[src/rtl/tsf_map.vh]
// Bit positions, reset values and constants of the channel 4/5 status flags
`ifndef TSF_MAP_VH
`define TSF_MAP_VH

// ==========================================================
// Status word layout
`define TSF_WORD_W        16
`define TSF_FLAG_COUNT    8
`define TSF_FLAG_LSB      5
`define TSF_FLAG_MSB      12
`define TSF_BIT_LO_A      5
`define TSF_BIT_LO_B      6
`define TSF_BIT_LO_C      7
`define TSF_BIT_LO_D      8
`define TSF_BIT_LO_WRAP   9
`define TSF_BIT_HI_A      10
`define TSF_BIT_HI_B      11
`define TSF_BIT_HI_C      12

// ==========================================================
// Flag vector index inside the block
`define TSF_IDX_LO_A      0
`define TSF_IDX_LO_B      1
`define TSF_IDX_LO_C      2
`define TSF_IDX_LO_D      3
`define TSF_IDX_LO_WRAP   4
`define TSF_IDX_HI_A      5
`define TSF_IDX_HI_B      6
`define TSF_IDX_HI_C      7

// ==========================================================
// Counter values and reset values
`define TSF_CNT_W         16
`define TSF_CNT_ONES      16'hffff
`define TSF_CNT_ZERO      16'h0000
`define TSF_WORD_RESET    16'h0000
`define TSF_FLAGS_RESET   8'h00
`define TSF_BIT_RESET     1'b0
`define TSF_BIT_SET       1'b1

`endif

[src/rtl/tsf_flag_cell.v]
// One read-then-write-zero clearable status flag
`default_nettype none

module tsf_flag_cell (
  // Clock and reset
  input  wire clock_in,
  input  wire rst_n_in,
  // Hardware event
  input  wire set_in,
  // Software access
  input  wire read_in,
  input  wire write_in,
  input  wire wdata_bit_in,
  // Flag state
  output reg  flag_out,
  output reg  armed_out
);

`include "tsf_map.vh"

  // ==========================================================
  // Flag and clear arming
  always @(posedge clock_in or negedge rst_n_in) begin
    if (!rst_n_in) begin
      flag_out  <= `TSF_BIT_RESET;
      armed_out <= `TSF_BIT_RESET;
    end else begin
      // Set beats a clear landing in the same cycle
      if (set_in) begin
        flag_out <= `TSF_BIT_SET;
      end else if (write_in && armed_out && (wdata_bit_in == `TSF_BIT_RESET)) begin
        flag_out <= `TSF_BIT_RESET;
      end
      // Any write consumes the arm; a one written is simply ignored
      if (write_in) begin
        armed_out <= `TSF_BIT_RESET;
      end else if (read_in) begin
        armed_out <= flag_out;
      end
    end
  end

endmodule // tsf_flag_cell

`default_nettype wire

[src/rtl/tsf_status_flags.v]
// Status flags of the lower and higher timer channels (overflow, capture and compare match)
`default_nettype none

// Function
// A flag clears only when software reads it as one and then writes zero to its position.
// The lower channel wrap flag at bit 9 sets when its counter goes from all ones to zero.
// Higher channel flags at bits 10 to 12 set on an input capture into a capture-configured register.
// Higher channel flags also set on counter equality with a compare-configured register.
// Lower channel flags at bits 5 to 8 set on an input capture into a capture-configured register.
// Lower channel flags also set on counter equality with a compare-configured register.
// The lower channel fourth register flag also sets on equality as the synchronous register in PWM mode.
// In PWM mode the first three register flags of either channel never set.
// After reset every flag reads zero.
// Software writes only zero to these positions and only to clear; a one never sets a flag.
// A setting event in the same cycle as a clearing write leaves the flag set.
module tsf_status_flags (
  // Clock and reset
  input  wire        clock_in,
  input  wire        rst_n_in,
  // Lower channel counter and general registers
  input  wire [15:0] ch_lo_counter_in,
  input  wire [15:0] ch_lo_general_a_in,
  input  wire [15:0] ch_lo_general_b_in,
  input  wire [15:0] ch_lo_general_c_in,
  input  wire [15:0] ch_lo_general_d_in,
  // Higher channel counter and general registers
  input  wire [15:0] ch_hi_counter_in,
  input  wire [15:0] ch_hi_general_a_in,
  input  wire [15:0] ch_hi_general_b_in,
  input  wire [15:0] ch_hi_general_c_in,
  // Register function: one means input capture, zero means output compare
  input  wire [3:0]  ch_lo_capture_mode_in,
  input  wire [2:0]  ch_hi_capture_mode_in,
  // PWM mode per channel
  input  wire        ch_lo_pwm_mode_in,
  input  wire        ch_hi_pwm_mode_in,
  // Input capture strobes, one cycle each
  input  wire [3:0]  ch_lo_capture_strobe_in,
  input  wire [2:0]  ch_hi_capture_strobe_in,
  // Software access to the status word
  input  wire        status_read_in,
  input  wire        status_write_in,
  input  wire [15:0] status_wdata_in,
  output reg  [15:0] status_rdata_out,
  // Flags
  output wire        ch_lo_reg_a_event_flag_out,
  output wire        ch_lo_reg_b_event_flag_out,
  output wire        ch_lo_reg_c_event_flag_out,
  output wire        ch_lo_reg_d_event_flag_out,
  output wire        ch_lo_wrap_flag_out,
  output wire        ch_hi_reg_a_event_flag_out,
  output wire        ch_hi_reg_b_event_flag_out,
  output wire        ch_hi_reg_c_event_flag_out
);

`include "tsf_map.vh"

  // ==========================================================
  // Helpers
  // Equality only counts on the cycle the counter takes the new value;
  // a stopped counter would otherwise re-set the flag on every cycle
  // and software could never clear it.
  function tsf_hit;
    input [`TSF_CNT_W-1:0] cnt;
    input [`TSF_CNT_W-1:0] prev;
    input [`TSF_CNT_W-1:0] gen;
    begin
      tsf_hit = (cnt == gen) && (cnt != prev);
    end
  endfunction

  function tsf_wrap;
    input [`TSF_CNT_W-1:0] cnt;
    input [`TSF_CNT_W-1:0] prev;
    begin
      tsf_wrap = (prev == `TSF_CNT_ONES) && (cnt == `TSF_CNT_ZERO);
    end
  endfunction

  // PWM mode silences the first three registers of a channel; only the
  // fourth register keeps responding there.
  function tsf_gate;
    input pwm;
    input cap;
    input cmp;
    begin
      tsf_gate = ~pwm & (cap | cmp);
    end
  endfunction

  // ==========================================================
  // Previous counter values
  reg  [15:0] ch_lo_counter_prev_reg;
  reg  [15:0] ch_hi_counter_prev_reg;

  always @(posedge clock_in or negedge rst_n_in) begin
    if (!rst_n_in) begin
      ch_lo_counter_prev_reg <= `TSF_CNT_ZERO;
      ch_hi_counter_prev_reg <= `TSF_CNT_ZERO;
    end else begin
      ch_lo_counter_prev_reg <= ch_lo_counter_in;
      ch_hi_counter_prev_reg <= ch_hi_counter_in;
    end
  end

  // ==========================================================
  // Set conditions
  wire [3:0] lo_match;
  wire [2:0] hi_match;
  wire [3:0] lo_capture;
  wire [2:0] hi_capture;
  wire [3:0] lo_compare;
  wire [2:0] hi_compare;
  wire [7:0] flag_set;
  wire       lo_d_sync;

  assign lo_match[0] = tsf_hit(ch_lo_counter_in, ch_lo_counter_prev_reg, ch_lo_general_a_in);
  assign lo_match[1] = tsf_hit(ch_lo_counter_in, ch_lo_counter_prev_reg, ch_lo_general_b_in);
  assign lo_match[2] = tsf_hit(ch_lo_counter_in, ch_lo_counter_prev_reg, ch_lo_general_c_in);
  assign lo_match[3] = tsf_hit(ch_lo_counter_in, ch_lo_counter_prev_reg, ch_lo_general_d_in);
  assign hi_match[0] = tsf_hit(ch_hi_counter_in, ch_hi_counter_prev_reg, ch_hi_general_a_in);
  assign hi_match[1] = tsf_hit(ch_hi_counter_in, ch_hi_counter_prev_reg, ch_hi_general_b_in);
  assign hi_match[2] = tsf_hit(ch_hi_counter_in, ch_hi_counter_prev_reg, ch_hi_general_c_in);

  // A strobe on a compare register, or a match on a capture register, is dropped
  assign lo_capture = ch_lo_capture_strobe_in & ch_lo_capture_mode_in;
  assign hi_capture = ch_hi_capture_strobe_in & ch_hi_capture_mode_in;
  assign lo_compare = lo_match & ~ch_lo_capture_mode_in;
  assign hi_compare = hi_match & ~ch_hi_capture_mode_in;

  // First three registers of each channel are silent in PWM mode
  assign flag_set[`TSF_IDX_LO_A] = tsf_gate(ch_lo_pwm_mode_in, lo_capture[0], lo_compare[0]);
  assign flag_set[`TSF_IDX_LO_B] = tsf_gate(ch_lo_pwm_mode_in, lo_capture[1], lo_compare[1]);
  assign flag_set[`TSF_IDX_LO_C] = tsf_gate(ch_lo_pwm_mode_in, lo_capture[2], lo_compare[2]);
  // In PWM mode the fourth register is the synchronous register, so
  // equality sets it regardless of its capture selection.
  assign lo_d_sync = ch_lo_pwm_mode_in & lo_match[3];
  assign flag_set[`TSF_IDX_LO_D] = lo_capture[3] | lo_compare[3] | lo_d_sync;
  // Wrap ignores PWM mode and the capture selection
  assign flag_set[`TSF_IDX_LO_WRAP] = tsf_wrap(ch_lo_counter_in, ch_lo_counter_prev_reg);
  assign flag_set[`TSF_IDX_HI_A] = tsf_gate(ch_hi_pwm_mode_in, hi_capture[0], hi_compare[0]);
  assign flag_set[`TSF_IDX_HI_B] = tsf_gate(ch_hi_pwm_mode_in, hi_capture[1], hi_compare[1]);
  assign flag_set[`TSF_IDX_HI_C] = tsf_gate(ch_hi_pwm_mode_in, hi_capture[2], hi_compare[2]);

  // ==========================================================
  // Flag cells
  wire [7:0] flags;

  // Every cell sees the whole read and write and takes its own data bit
  genvar gi;
  generate
    for (gi = 0; gi < `TSF_FLAG_COUNT; gi = gi + 1) begin : g_flag
      tsf_flag_cell u_cell (
        .clock_in     (clock_in),
        .rst_n_in     (rst_n_in),
        .set_in       (flag_set[gi]),
        .read_in      (status_read_in),
        .write_in     (status_write_in),
        .wdata_bit_in (status_wdata_in[gi + `TSF_FLAG_LSB]),
        .flag_out     (flags[gi]),
        .armed_out    ()
      );
    end
  endgenerate

  assign ch_lo_reg_a_event_flag_out = flags[`TSF_IDX_LO_A];
  assign ch_lo_reg_b_event_flag_out = flags[`TSF_IDX_LO_B];
  assign ch_lo_reg_c_event_flag_out = flags[`TSF_IDX_LO_C];
  assign ch_lo_reg_d_event_flag_out = flags[`TSF_IDX_LO_D];
  assign ch_lo_wrap_flag_out        = flags[`TSF_IDX_LO_WRAP];
  assign ch_hi_reg_a_event_flag_out = flags[`TSF_IDX_HI_A];
  assign ch_hi_reg_b_event_flag_out = flags[`TSF_IDX_HI_B];
  assign ch_hi_reg_c_event_flag_out = flags[`TSF_IDX_HI_C];

  // ==========================================================
  // Read data
  // Positions outside this block read zero; the word is registered, so
  // data follow the read strobe by one cycle.
  reg [15:0] status_word;

  always @* begin
    status_word = `TSF_WORD_RESET;
    status_word[`TSF_BIT_LO_A]    = flags[`TSF_IDX_LO_A];
    status_word[`TSF_BIT_LO_B]    = flags[`TSF_IDX_LO_B];
    status_word[`TSF_BIT_LO_C]    = flags[`TSF_IDX_LO_C];
    status_word[`TSF_BIT_LO_D]    = flags[`TSF_IDX_LO_D];
    status_word[`TSF_BIT_LO_WRAP] = flags[`TSF_IDX_LO_WRAP];
    status_word[`TSF_BIT_HI_A]    = flags[`TSF_IDX_HI_A];
    status_word[`TSF_BIT_HI_B]    = flags[`TSF_IDX_HI_B];
    status_word[`TSF_BIT_HI_C]    = flags[`TSF_IDX_HI_C];
  end

  always @(posedge clock_in or negedge rst_n_in) begin
    if (!rst_n_in) begin
      status_rdata_out <= `TSF_WORD_RESET;
    end else if (status_read_in) begin
      status_rdata_out <= status_word;
    end
  end

endmodule // tsf_status_flags

`default_nettype wire

[config.mk]
export PLATFORM = sky130hd
export DESIGN_NAME = tsf_status_flags
export DESIGN_NICKNAME = d
export VERILOG_FILES = /design/src/rtl/tsf_flag_cell.v /design/src/rtl/tsf_status_flags.v
export VERILOG_INCLUDE_DIRS = /design/src /design/src/rtl
export SDC_FILE = /design/constraint.sdc
export NUM_CORES = 1
export LEC_CHECK = 0
export ABC_AREA = 1
export BUFFER_PORTS_ARGS = -buffer_cell sky130_fd_sc_hd__clkbuf_2
export CORE_ASPECT_RATIO = 0.7
export CORE_MARGIN = 5
export CORE_UTILIZATION = 48
export DETAILED_ROUTE_END_ITERATION = 8
export PLACE_DENSITY = 0.82
export SLEW_MARGIN = 20
export SYNTH_ARGS = -nofsm -noshare
export SYNTH_HDL_FRONTEND = slang
export SYNTH_SLANG_ARGS = --single-unit
[constraint.sdc]
create_clock -name clock_in -period 1.5 [get_ports clock_in]
set_input_delay 0.075 -clock clock_in [delete_from_list [all_inputs] [get_ports clock_in]]
set_output_delay 0.075 -clock clock_in [all_outputs]
set_load 0.005 [all_outputs]
==> PnR_summary.wiki <==
{| class="wikitable"
! Metric !! Value
|-
| Status || completed
|-
| GPL Wtd Cong || 0.952
|-
| Post-layout net count || approximately 1.1k
|-
| Endpoint of the worst-slack reg-to-reg timing path || g_flag[0].u_cell.flag_out
|-
| Leak pwr || between 3 and 4 nW
|-
| Tot Pwr || slightly above 4 mW
|-
| Nature of the critical path endpoint || flip-flop
|-
| Clock transition at the register clock pins on the worst setup and hold paths after CTS || ~0.070 ns
|-
| Setup slack, reg-to-reg || around 0.16 ns
|-
| Number of design rule violations left after detail routing || 0
|-
| Seq cells post-synth || 56
|-
| GRT Resource Usage Total || a little under a quarter
|-
| Post-synthesis cell type count || 29
|-
| Post-synthesis cell count || roughly 700
|-
| Initial core utilization || 49.9%
|-
| Source of the critical timing path || ch_hi_counter_in[11]
|-
| Critical path start-end classification || primary input to flip-flop
|-
| Iteration count of the initial detailed-routing pass || 5
|-
| Cell area after synthesis || 4280 µm²
|-
| Total clock buffers created by CTS || 5
|-
| Filler cell count || around 770
|-
| Most common library cell in the layout ignoring fill and taps || nand2_1
|-
| Drt via density || 4.70
|-
| Worst Hold Margin || between 0.015 and 0.02 ns
|-
| Total of max-cap violations || 0
|-
| Layout overhead on the synthesized area || 36.0%
|-
| Fin. max-slew vios || 0
|-
| Final-report setup violation count || 0
|-
| Nature of the critical path startpoint || primary input
|-
| Number of antenna violations at the first check in global routing || 0
|-
| Post-Route Skew || roughly 0.0026 ns
|-
| Worst path required time || between 1.5 and 2 ns
|-
| Pwr/cell area || between 600 and 700 nW/µm²
|-
| Clock network latency to the later pin of the worst-skew pair || around 0.29 ns
|-
| Area of the core region || 8580 µm²
|-
| CTS tree || yes
|-
| GRT overflow || 0
|-
| Post-route fraction of the period consumed by the critical path || between 90% and 100%
|-
| Initial detailed-routing violation count || slightly below 300
|-
| Pin count of the biggest net entering global routing || a little over 40
|-
| Worst path arrival time || 1.64 ns
|-
| Aggregate routed wire length || 13900 µm
|-
| Share of final-layout standard cells stronger than drive strength 1 || between 20 and 30%
|-
| Maximum frequency from static timing analysis || between 700 and 800 MHz
|-
| Quantity of I/O buffers inserted on ports || approximately 190
|-
| Ant diodes || 0
|-
| Final critical delay including setup and external delays || ~1.4 ns
|-
| Crit-path max FO || 6
|-
| Number of nets with antenna violations after routing || 0
|-
| Hold violation count in the final report || 0
|-
| Warnings from Yosys || 0
|-
| Chip Height || 89.0 µm
|-
| Routed wire per std cell || around 14 µm
|-
| Multi-input gate area || around 2400 µm²
|-
| Die footprint || 10900 µm²
|-
| Number of rows in the core area || 28
|-
| Final worst-path setup slack || between 0.08 and 0.09 ns
|-
| Peak supply drop || approximately 0.00057 V
|-
| X dimension of the die || approximately 120 µm
|-
| Via count of the first global-routing pass || around 4.3k
|-
| Endpoint of the worst setup timing path || g_flag[5].u_cell.flag_out
|-
| Wire length of the first global-routing pass || 20500 µm
|-
| Average footprint of a synthesized cell || about 6 µm²
|-
| Worst-case reg-to-reg path depth || 10
|-
| Maximum level of the CTS H-tree || 2
|-
| Hold Crit Depth || 3
|-
| DR vias || between 4k and 5k
|-
| Number of sinks driven by the clock tree || between 50 and 60
|-
| Sequential-to-total area share from yosys stat || approximately 33%
|-
| Seq. cell area || about 1400 µm²
|-
| Worst min-delay path category || primary input to flip-flop
|-
| Library cell used as clock root buffer || clkbuf_16
|-
| Number of placed I/O pins || between 200 and 250
|-
| Clock tree buffer depth || 2
|-
| Beginning of the worst register-to-register path || ch_lo_counter_prev_reg[8]
|-
| Most frequent cells in the layout || nand2_1 (300), clkbuf_2 (170), inv_1 (95), nor2_1 (57), dfrtp_1 (56)
|-
| Placement-stage worst setup slack || between 0.15 and 0.2 ns
|-
| Total half-perimeter wirelength after legalization and detailed placement || between 10000 and 15000 µm
|}
## Yosys cell counts
cell | number | share of area [%]
nand3b_1 | 1 | 0.18
inv_1 | 102 | 8.9
nor2_2 | 1 | 0.15
nand4_1 | 4 | 0.58
o21bai_1 | 1 | 0.18
o21ai_0 | 22 | 2.6
o211ai_1 | 1 | 0.18
nand2_2 | 5 | 0.73
or2_2 | 4 | 0.58
buf_2 | 2 | 0.23
a22oi_1 | 1 | 0.18
o21ai_1 | 1 | 0.12
buf_4 | 16 | 2.8
dfrtp_1 | 56 | 33
xnor2_1 | 25 | 5.1
xor2_1 | 21 | 4.3
nand2_1 | 305 | 27
clkbuf_1 | 2 | 0.18
o22ai_1 | 6 | 0.88
inv_2 | 14 | 1.2
nor2_4 | 1 | 0.26
nor4_1 | 5 | 0.73
nor2_1 | 64 | 5.6
o21ai_2 | 1 | 0.20
nor3_1 | 6 | 0.70
nand3_1 | 18 | 2.1
clkbuf_2 | 1 | 0.12
a21oi_1 | 14 | 1.6
conb_1 | 1 | 0.088
## how the worst min path moves through the flow
stage                         startpoint                          to
finish               status_wdata_in[12]   g_flag[7].u_cell.flag_out
global route        ch_hi_counter_in[10]  ch_hi_counter_prev_reg[10]
CTS                  ch_lo_counter_in[5]   ch_lo_counter_prev_reg[5]
detailed placement              rst_n_in  g_flag[1].u_cell.armed_out
global placement                rst_n_in  g_flag[1].u_cell.armed_out
floorplan                       rst_n_in   ch_hi_counter_prev_reg[0]
## metrics by stage
step / cell area [µm²] / utilization [%] / setup TNS, ns / instances
2_1_floorplan: 4310 / - / 0 / 708
3_3_place_gp: 5300 / 61.7 / 0 / 998
3_5_place_dp: 5300 / 61.7 / 0 / 998
4_1_cts: 5650 / 65.8 / 0 / 1027
5_1_grt: 5830 / 67.9 / -0.00265 / 1030
6_report: 5830 / 67.9 / 0 / 1030
## critical path, cell delays in order
cell and delay (ns):
dlygate4sd3_1 0.54, buf_4 0.16, inv_1 0.12, nor2_1 0.06
nor3_1 0.17, nand2_1 0.12, nor2_4 0.15, nand3_1 0.09
nand2_1 0.06, nand2_1 0.04, nand2_1 0.05
## repair_timing
action,CTS,global route
setup endpoints to repair,0,7
resized for setup,0,78
hold buffers,21,0
endpoints found under the hold margin,36,0
buffers inserted,0,3
## final cells by class
type | instances | area share (%)
well taps | 120 | 2.58
multi-input cells | 515 | 41.0
clock buffers | 5 | 2.15
flip-flops and latches | 56 | 24.1
clock inverters | 3 | 0.322
inverters | 116 | 7.52
repair buffers | 215 | 22.4
## power by group
group          switching, mW  internal [mW]
Clock                  0.532          0.617
Combinational          0.662          0.546
Sequential            0.0806           1.63
## cells by family after synthesis
| group | synth area share (%) |
|---|---|
| AND/OR/NAND/NOR | 38.4 |
| buffers and inverters | 13.5 |
| flip-flops | 32.7 |
| AO/OA/AOI/OAI | 5.93 |
| XOR/XNOR | 9.41 |
| other | 0.0876 |
## layer usage
metal	part of all wire, %	up-vias	track usage (%)
met5	0	-	0
met4	1.3	0	3.66
met3	9.1	20	6.01
met1	47	2136	36.2
li1	-	2495	-
met2	42	195	35.2
Power figures use the tool's default switching activity.
